--- src/inc/comparator_pkg.sv ---
/*
 * Constants and carrier types for the comparator output control block.
 * Assumes an APB master on the system clock and analog comparator cores
 * that take the selection levels and return one raw result bit each.
 */
`default_nettype none

package comparator_pkg;

    // Register byte addresses
    localparam logic [7:0] addr_control_one = 8'h00;
    localparam logic [7:0] addr_control_two = 8'h04;
    localparam logic [7:0] addr_shared = 8'h08;
    localparam logic [7:0] addr_irq_status = 8'h0c;
    localparam logic [7:0] addr_irq_mask = 8'h10;
    localparam logic [7:0] addr_timer_count = 8'h14;
    localparam logic [7:0] addr_timer_config = 8'h18;
    localparam logic [7:0] addr_port_value = 8'h1c;
    localparam logic [7:0] addr_analog_select = 8'h20;

    ////////////////////////////////////////////////////////////////////////
    // Per-comparator control register fields
    localparam int pos_enable = 7;
    localparam int pos_result = 6;
    localparam int pos_out_enable = 5;
    localparam int pos_invert = 4;
    localparam int pos_speed = 3;
    localparam int pos_ref_input = 2;
    localparam int pos_channel = 0;

    // Shared status and configuration register fields
    localparam int pos_mirror_one = 7;
    localparam int pos_mirror_two = 6;
    localparam int pos_ref_source_one = 5;
    localparam int pos_ref_source_two = 4;
    localparam int pos_hyst_one = 3;
    localparam int pos_hyst_two = 2;
    localparam int pos_sync_one = 1;
    localparam int pos_sync_two = 0;

    // Reset values
    localparam logic [7:0] reset_control = 8'h00;
    localparam logic [5:0] reset_shared = 6'h00;
    localparam logic [15:0] reset_timer = 16'h0000;
    localparam logic [7:0] reset_analog = 8'hff;

    ////////////////////////////////////////////////////////////////////////
    typedef struct packed {
        logic psel;
        logic penable;
        logic pwrite;
        logic [7:0] paddr;
        logic [31:0] pwdata;
    } apb_req_t;

    typedef struct packed {
        logic pready;
        logic pslverr;
        logic [31:0] prdata;
    } apb_rsp_t;

    // Levels sent to one analog comparator core
    typedef struct packed {
        logic enable;
        logic high_speed;
        logic hysteresis_en;
        logic ref_input_select;
        logic reference_output;
        logic [1:0] channel;
    } analog_ctrl_t;

    typedef struct packed {
        logic [1:0] raw_meta;
        logic [1:0] raw;
        logic src_meta;
        logic src;
        logic src_prev;
        logic [7:0] port_meta;
        logic [7:0] port;
        logic [2:0] presc_count;
        logic presc_prev;
        logic [15:0] timer;
        logic [1:0] timer_presc;
        logic [7:0] control_one;
        logic [7:0] control_two;
        logic [5:0] shared;
        logic [1:0] latched;
        logic [1:0] mismatch_latch;
        logic [1:0] mismatch_prev;
        logic [1:0] irq_status;
        logic [1:0] irq_mask;
        logic [7:0] analog_select;
        logic [31:0] read_data;
    } state_t;

endpackage

`default_nettype wire

--- src/hdl/comparator_output_control.sv ---
/*
 * Comparator output control: APB register file, reference and hysteresis
 * selection, timer-synchronised output latch, mismatch interrupt logic
 * and the digital port read with analog masking.
 * Assumes raw comparator results, the timer source clock and port pins are
 * asynchronous to clk; all pass a two flip-flop synchroniser first.
 */
`timescale 1ns/1ps
`default_nettype none

// Behaviour
// RULE1 - Shared register bit 7 mirrors comparator one, bit 6 comparator two.
// RULE2 - Reading the shared register never clears the mismatch latches.
// RULE3 - Reference source bit set picks fixed reference, cleared picks variable.
// RULE4 - Selected reference reaches the input only when the control register picks it.
// RULE5 - Hysteresis enable bits 3 and 2 turn hysteresis on per comparator.
// RULE6 - Sync mode bits 1 and 0 latch output on timer clock falling edge.
// RULE7 - With a prescaler, the falling edge comes from the prescaled clock.
// RULE8 - The timer counts on rising edges of its clock.
// RULE9 - Without sync mode the output follows the comparator result directly.
// RULE10 - Shared register resets to zero; mirrors read-only, six bits writable.
// RULE11 - Port reads return zero for pins configured as analog.
// RULE12 - Interrupt flag sets on the mismatch edge, not the mismatch level.
// RULE13 - Invert bit flips the reported output; mirrors show the adjusted value.
// RULE14 - In sync mode mirrors, mismatch and pin all use the latched value.
module comparator_output_control (
    // Clock and reset
    input wire logic clk,
    input wire logic reset,
    // APB slave
    input wire comparator_pkg::apb_req_t apb_req,
    output comparator_pkg::apb_rsp_t apb_rsp,
    // Analog comparator cores
    input wire logic [1:0] comp_raw,
    output comparator_pkg::analog_ctrl_t analog_one,
    output comparator_pkg::analog_ctrl_t analog_two,
    // Timer clock source pin
    input wire logic timer_src,
    // Digital port pins
    input wire logic [7:0] port_pins,
    // Shared comparator output pin
    output logic comp_pin_out,
    output logic comp_pin_oe,
    // Interrupt
    output logic irq
);

    comparator_pkg::state_t state;
    comparator_pkg::state_t next_state;

    ////////////////////////////////////////////////////////////////////////
    // Decoding shared by the read and write paths
    function automatic logic hit(input logic [7:0] addr, input logic [7:0] target);
        hit = (addr == target);
    endfunction

    function automatic logic mapped(input logic [7:0] addr);
        mapped = hit(addr, comparator_pkg::addr_control_one) ||
                 hit(addr, comparator_pkg::addr_control_two) ||
                 hit(addr, comparator_pkg::addr_shared) ||
                 hit(addr, comparator_pkg::addr_irq_status) ||
                 hit(addr, comparator_pkg::addr_irq_mask) ||
                 hit(addr, comparator_pkg::addr_timer_count) ||
                 hit(addr, comparator_pkg::addr_timer_config) ||
                 hit(addr, comparator_pkg::addr_port_value) ||
                 hit(addr, comparator_pkg::addr_analog_select);
    endfunction

    ////////////////////////////////////////////////////////////////////////
    // Combinational views of state
    logic [7:0] control [2];
    logic [1:0] result;
    logic [1:0] effective;
    logic presc_clk;
    logic setup;
    logic access;
    logic is_write;

    assign control[0] = state.control_one;
    assign control[1] = state.control_two;
    assign setup = apb_req.psel && !apb_req.penable;
    assign access = apb_req.psel && apb_req.penable;
    assign is_write = access && apb_req.pwrite;

    // Polarity-adjusted results; an idle comparator shows its invert level
    genvar g;
    generate
        for (g = 0; g < 2; g++) begin : gen_comp
            localparam int sync_pos = (g == 0) ? comparator_pkg::pos_sync_one : comparator_pkg::pos_sync_two;
            assign result[g] = control[g][comparator_pkg::pos_enable]
                ? (state.raw[g] ^ control[g][comparator_pkg::pos_invert]) // [RULE13]
                : control[g][comparator_pkg::pos_invert];
            assign effective[g] = state.shared[sync_pos] ? state.latched[g] // [RULE6] [RULE14]
                                                        : result[g];        // [RULE9]
        end
    endgenerate

    // Prescaled timer clock: divide-by 1, 2, 4 or 8 of the synchronised source
    always_comb begin
        unique case (state.timer_presc)
            2'h0: presc_clk = state.src;
            2'h1: presc_clk = state.presc_count[0];
            2'h2: presc_clk = state.presc_count[1];
            2'h3: presc_clk = state.presc_count[2];
        endcase
    end

    ////////////////////////////////////////////////////////////////////////
    // Next state
    always_comb begin
        logic [31:0] rd;
        logic [1:0] mismatch;
        logic [1:0] w1c;
        rd = 32'h0000_0000;
        mismatch = 2'h0;
        w1c = 2'h0;
        next_state = state;

        // Synchronisers; first stages feed only the second stages
        next_state.raw_meta = comp_raw;
        next_state.raw = state.raw_meta;
        next_state.src_meta = timer_src;
        next_state.src = state.src_meta;
        next_state.src_prev = state.src;
        next_state.port_meta = port_pins;
        next_state.port = state.port_meta;

        // Prescaler advances on rising edges of the source clock
        if (state.src && !state.src_prev) begin
            next_state.presc_count = state.presc_count + 3'h1;
        end
        next_state.presc_prev = presc_clk;
        if (presc_clk && !state.presc_prev) begin
            next_state.timer = state.timer + 16'h0001; // [RULE8]
        end
        // Capture on the opposite edge so a count update never races the latch
        if (!presc_clk && state.presc_prev) begin
            next_state.latched = result; // [RULE6] [RULE7]
        end

        // Edge-triggered mismatch interrupt; set wins over a same-cycle clear
        mismatch = effective ^ state.mismatch_latch;
        next_state.mismatch_prev = mismatch;
        if (is_write && hit(apb_req.paddr, comparator_pkg::addr_irq_status)) begin
            w1c = apb_req.pwdata[1:0];
        end
        next_state.irq_status = (state.irq_status & ~w1c) | (mismatch & ~state.mismatch_prev); // [RULE12]

        // Read data prepared in the setup cycle, presented in the access cycle
        if (setup) begin
            if (hit(apb_req.paddr, comparator_pkg::addr_control_one)) begin
                rd[7:0] = state.control_one;
                rd[comparator_pkg::pos_result] = effective[0];
            end
            if (hit(apb_req.paddr, comparator_pkg::addr_control_two)) begin
                rd[7:0] = state.control_two;
                rd[comparator_pkg::pos_result] = effective[1];
            end
            if (hit(apb_req.paddr, comparator_pkg::addr_shared)) begin
                rd[5:0] = state.shared;
                rd[comparator_pkg::pos_mirror_one] = effective[0]; // [RULE1] [RULE14]
                rd[comparator_pkg::pos_mirror_two] = effective[1]; // [RULE1]
            end
            if (hit(apb_req.paddr, comparator_pkg::addr_irq_status)) begin
                rd[1:0] = state.irq_status;
            end
            if (hit(apb_req.paddr, comparator_pkg::addr_irq_mask)) begin
                rd[1:0] = state.irq_mask;
            end
            if (hit(apb_req.paddr, comparator_pkg::addr_timer_count)) begin
                rd[15:0] = state.timer;
            end
            if (hit(apb_req.paddr, comparator_pkg::addr_timer_config)) begin
                rd[1:0] = state.timer_presc;
            end
            if (hit(apb_req.paddr, comparator_pkg::addr_port_value)) begin
                rd[7:0] = state.port & ~state.analog_select; // [RULE11]
            end
            if (hit(apb_req.paddr, comparator_pkg::addr_analog_select)) begin
                rd[7:0] = state.analog_select;
            end
            next_state.read_data = rd;
        end

        // Any access to a control register, read or write, re-arms its latch
        if (access && hit(apb_req.paddr, comparator_pkg::addr_control_one)) begin
            next_state.mismatch_latch[0] = effective[0]; // [RULE2]
        end
        if (access && hit(apb_req.paddr, comparator_pkg::addr_control_two)) begin
            next_state.mismatch_latch[1] = effective[1]; // [RULE2]
        end

        // Writes; the result bit of the control registers is read-only
        if (is_write) begin
            if (hit(apb_req.paddr, comparator_pkg::addr_control_one)) begin
                next_state.control_one = apb_req.pwdata[7:0];
                next_state.control_one[comparator_pkg::pos_result] = 1'b0;
            end
            if (hit(apb_req.paddr, comparator_pkg::addr_control_two)) begin
                next_state.control_two = apb_req.pwdata[7:0];
                next_state.control_two[comparator_pkg::pos_result] = 1'b0;
            end
            if (hit(apb_req.paddr, comparator_pkg::addr_shared)) begin
                next_state.shared = apb_req.pwdata[5:0]; // [RULE10]
            end
            if (hit(apb_req.paddr, comparator_pkg::addr_irq_mask)) begin
                next_state.irq_mask = apb_req.pwdata[1:0];
            end
            if (hit(apb_req.paddr, comparator_pkg::addr_timer_count)) begin
                next_state.timer = apb_req.pwdata[15:0];
            end
            if (hit(apb_req.paddr, comparator_pkg::addr_timer_config)) begin
                next_state.timer_presc = apb_req.pwdata[1:0];
            end
            if (hit(apb_req.paddr, comparator_pkg::addr_analog_select)) begin
                next_state.analog_select = apb_req.pwdata[7:0];
            end
        end
    end

    ////////////////////////////////////////////////////////////////////////
    // State register
    always_ff @(posedge clk) begin
        if (reset) begin
            state <= '0;
            state.control_one <= comparator_pkg::reset_control;
            state.control_two <= comparator_pkg::reset_control;
            state.shared <= comparator_pkg::reset_shared; // [RULE10]
            state.timer <= comparator_pkg::reset_timer;
            state.analog_select <= comparator_pkg::reset_analog;
        end else begin
            state <= next_state;
        end
    end

    ////////////////////////////////////////////////////////////////////////
    // Outputs
    // Zero-wait answer: read data was registered in the setup cycle
    assign apb_rsp.pready = 1'b1;
    assign apb_rsp.pslverr = access && !mapped(apb_req.paddr);
    assign apb_rsp.prdata = state.read_data;

    assign analog_one.enable = state.control_one[comparator_pkg::pos_enable];
    assign analog_one.high_speed = state.control_one[comparator_pkg::pos_speed];
    assign analog_one.hysteresis_en = state.shared[comparator_pkg::pos_hyst_one]; // [RULE5]
    assign analog_one.ref_input_select = state.control_one[comparator_pkg::pos_ref_input]; // [RULE4]
    assign analog_one.reference_output = state.shared[comparator_pkg::pos_ref_source_one]; // [RULE3]
    assign analog_one.channel = state.control_one[comparator_pkg::pos_channel +: 2];

    assign analog_two.enable = state.control_two[comparator_pkg::pos_enable];
    assign analog_two.high_speed = state.control_two[comparator_pkg::pos_speed];
    assign analog_two.hysteresis_en = state.shared[comparator_pkg::pos_hyst_two]; // [RULE5]
    assign analog_two.ref_input_select = state.control_two[comparator_pkg::pos_ref_input]; // [RULE4]
    assign analog_two.reference_output = state.shared[comparator_pkg::pos_ref_source_two]; // [RULE3]
    assign analog_two.channel = state.control_two[comparator_pkg::pos_channel +: 2];

    // One shared pin; comparator two takes it when both ask for it
    logic drive_one;
    logic drive_two;
    assign drive_one = state.control_one[comparator_pkg::pos_out_enable] &&
                       state.control_one[comparator_pkg::pos_enable];
    assign drive_two = state.control_two[comparator_pkg::pos_out_enable] &&
                       state.control_two[comparator_pkg::pos_enable];
    assign comp_pin_oe = drive_one || drive_two;
    assign comp_pin_out = drive_two ? effective[1] : effective[0]; // [RULE14]

    assign irq = |(state.irq_status & state.irq_mask);

endmodule

`default_nettype wire

--- config.mk ---
export PLATFORM = sky130hd
export DESIGN_NAME = comparator_output_control
export DESIGN_NICKNAME = d
export VERILOG_FILES = /design/src/inc/comparator_pkg.sv /design/src/hdl/comparator_output_control.sv
export SDC_FILE = /design/constraint.sdc
export NUM_CORES = 1
export LEC_CHECK = 0
export BUFFER_PORTS_ARGS = -buffer_cell sky130_fd_sc_hd__buf_2
export CAP_MARGIN = 20
export CELL_PAD_IN_SITES_DETAIL_PLACEMENT = 1
export CELL_PAD_IN_SITES_GLOBAL_PLACEMENT = 2
export CORE_MARGIN = 4
export CORE_UTILIZATION = 36
export CTS_BUF_LIST = sky130_fd_sc_hd__clkbuf_4
export CTS_CLUSTER_SIZE = 14
export DETAILED_ROUTE_END_ITERATION = 10
export HOLD_SLACK_MARGIN = 0.05
export PLACE_DENSITY = 0.87
export SKIP_CTS_REPAIR_TIMING = 1
export SLEW_MARGIN = 40
export SYNTH_ARGS = -nofsm -noshare
export SYNTH_HDL_FRONTEND = slang
export SYNTH_SLANG_ARGS = --single-unit
--- constraint.sdc ---
create_clock -name clk -period 3.55 [get_ports clk]
set_clock_uncertainty 0.2 [all_clocks]
set_input_delay 0.355 -clock clk [delete_from_list [all_inputs] [get_ports clk]]
set_output_delay 0.355 -clock clk [all_outputs]
set_load 0.005 [all_outputs]
==> results.md <==
- Clock Tree Buf Depth: 2
- Initial antenna violation count: 1
- Ys flop type: dfxtp_1
- Reg2reg end: apb_rsp[7]$_SDFFE_PP0P_
- Util after Layout: 41.9%
- Final Max Tran Viols: 0
- Power density cells: 352 nW/um^2
- Num CTS Buffers: 9
- Root Buffer: clkbuf_4
- Hpwl dp: 9.65 mm
- Crit-path cells: nand2_1 -> a221oi_2 -> a31o_2 -> buf_2
- I/O pin count: 107
- Worst reg2reg startpoint: state[51]$_SDFFE_PP0P_
- Crit. End Element: output pin
- Worst hold path class: primary input to register
- Crit path arrival time: around 2000 ps
- Final #Nets: between 600 and 700
- First-pass GRT wire length: between 20 and 25 mm
- Fin Setup TNS: 0 ps
- GRT overflow: 0
- Die Wd: 123 um
- Commonest cells post-synth: 99 x dfxtp_1, 58 x nor2_1, 51 x nand2_1
- Slew at the pin closest to its max-slew limit: 764 ps
- Worst path max stage delay: 520 ps
- Hold Crit Depth: 4
- Gpl congestion: 0.859
- FILL cells: 1515
- WL final: about 14 mm
- Die H: 123 um
- Antenna violation net count after detailed routing: 0
- Hold path endpoint: state[46]$_SDFFE_PP0P_
- Synthesized instance count: 544
- Slew HR: 49.1%
- Via density: 5.17
- Number of synthesis warnings: 0
- Status: finished, final reports clean
- Flops & latches, synth: 99
- DRC Markers: 0
- Synth Area per Inst: 8.73 sq um
- Critical-path top delay cell: dfxtp_1
- Hold violation total from the final report: 0
- R2R depth: 5
- Num rows: 41
- Critical path startpoint category: register
- RSZ-0062 raised after global routing: false
- Final min period: roughly 2500 ps
- Endpoints failing setup: 0
- Final cycle utilization of the critical path: 70.8%
- WP data required: around 3000 ps
- R2R Setup Slk: 1440 ps
- 1st-pass router iterations: 4
- Count leader, synth: dfxtp_1
- CTS tree: yes
- # port buffers: 73
- Clk slew on worst S/H paths: 150 ps
- Syn Std Cell Area: between 4000 and 5000 sq um
- Seq/Total Area, Yosys: 41.7%
- Gr usage total: 18.0%
- Largest net degree at the start of global routing: 48
- Routed vias: 4005
- Peak VDD IR: around 0.00012 V
- Clock sink count: 99
- Post-DR wirelength/cell: 17.7 um
- Share of layout cells above drive strength 1: 18.3%
- Htree depth: 3
- Max-Cap Viols: 0
- Later-pin clock latency in the skew report: 500 ps
- Setup CP Type: register to output pin
- Core area: approximately 13000 sq um
- Peak Freq: 398 MHz
- Yosys top cell area share: between 40% and 50%
- Worst Hold Launch: apb_req[41]
- Most area-consuming cells after synthesis: dfxtp_1 42%, buf_4 7.4%, nor2_1 4.6%
- Fraction of registers with async set/reset: 0%
- Area Growth Syn to Fin: 12.8%
- Cell taking the most area after synthesis: dfxtp_1
- Vias in the first global route: approximately 3800
- First DRT Iteration DRCs: 250
- Full die area: ~15000 sq um
- Count of flip-flops with a built-in enable after synthesis: 0
- CP max FO: 8
- Synth unique cells: 52
- Static Leakage: 2.06 nW
- Starting density of the core: 37.2%
cells in the final DEF (no fill, tap or decap), types with 4 or more instances in the layout:
| master | Yosys | final |
|---|---|---|
| nor2b_1 | 28 | 27 |
| o21ai_0 | 9 | 9 |
| dlygate4sd3_1 | 0 | 27 |
| a22oi_1 | 8 | 8 |
| nor3b_1 | 8 | 8 |
| and3_1 | 5 | 5 |
| xnor2_1 | 12 | 12 |
| nor2_1 | 58 | 58 |
| conb_1 | 2 | 17 |
| nand2b_1 | 13 | 13 |
| nand2_1 | 51 | 51 |
| a211oi_1 | 20 | 20 |
| dfxtp_1 | 99 | 99 |
| clkbuf_4 | 0 | 9 |
| a311oi_1 | 9 | 9 |
| a21oi_1 | 25 | 25 |
| o211ai_1 | 4 | 4 |
| nor3_1 | 6 | 6 |
| buf_2 | 7 | 73 |
| buf_4 | 47 | 7 |
| nand4_1 | 8 | 8 |
| xor2_1 | 9 | 9 |
| nand3_1 | 27 | 27 |
| nand3b_1 | 4 | 4 |
| mux2i_1 | 15 | 15 |
how the worst max path moves through the flow:
| stage | depth (start not counted) | start | endpoint |
|---|---|---|---|
| CTS | 4 | analog_two[6]$_SDFFE_PP0P_ | comp_pin_out |
| global placement | 5 | apb_req[35] | apb_rsp[32] |
| detailed placement | 5 | apb_req[35] | state[34]$_SDFFE_PP1P_ |
| floorplan | 7 | apb_req[34] | state[85]$_SDFF_PP0_ |
| global route | 4 | analog_two[6]$_SDFFE_PP0P_ | comp_pin_out |
| finish | 4 | analog_two[6]$_SDFFE_PP0P_ | comp_pin_out |
routing by layer:
layer / vias to the layer above / GRT usage (%) / wire [um]
li1: 1938 / - / -
met1: 1931 / 25.0 / 6320
met2: 113 / 27.8 / 6360
met3: 23 / 2.53 / 689
met4: 0 / 7.77 / 316
met5: - / 0 / 0
logic make-up (layout without fill, tap and decap cells):
| family | after synthesis | after routing | synth area share (%) |
|---|---|---|---|
| AOI/OAI and AO/OA | 94 | 94 | 13.8 |
| xor gates and xnor gates | 21 | 21 | 3.87 |
| adders and majority gates | 2 | 2 | 0.527 |
| buffers and inverters | 83 | 126 | 10.5 |
| DFF | 99 | 99 | 41.7 |
| muxes | 18 | 18 | 4.58 |
| other | 2 | 18 | 0.158 |
| and+or+nand+nor | 225 | 225 | 24.9 |
flip-flops by register name, summed over array words and instances (netlist names):
| signal | flops |
|---|---|
| analog_one | 7 |
| analog_two | 7 |
| next_state | 12 |
| state | 53 |
| apb_rsp | 16 |
| control | 4 |
worst max-delay path, delay by kind of cell, from the launching register on:
family	cells	cell delay, ps
AOI/OAI and AO/OA	2	700
buffers and inverters	1	110
DFF	1	520
and+or+nand+nor	1	150
stage by stage:
step | hold slack, ps | setup slack (ps) | power (W) | area (sq um) | cells
6_report | 82.1 | 1040 | 0.00188 | 5360 | 775
5_1_grt | 127 | 909 | 0.00195 | 5360 | 775
4_1_cts | -172 | 1010 | 0.00188 | 5080 | 747
3_5_place_dp | 225 | 1190 | 0.00130 | 4950 | 731
3_3_place_gp | 206 | 1300 | 0.00130 | 4950 | 731
2_1_floorplan | 196 | 1740 | 0.00125 | 4810 | 559
report_power, final:
group	internal, W	total (W)	switching (W)
Clock	0.000153	0.000582	0.000429
Sequential	0.00113	0.00114	0.0000101
Combinational	0.0000682	0.000161	0.0000926
final cells by class:
class	instances	area, sq um	area share, %
antenna	1	2.50	0.0467
multi-input combinational	377	2330	43.5
clock buffer	9	67.6	1.26
tap	172	215	4.02
sequential	99	1980	37.0
timing repair buffer	107	688	12.8
clock inverter	7	60.1	1.12
inverter	3	11.3	0.210
Power figures use the tool's default switching activity.
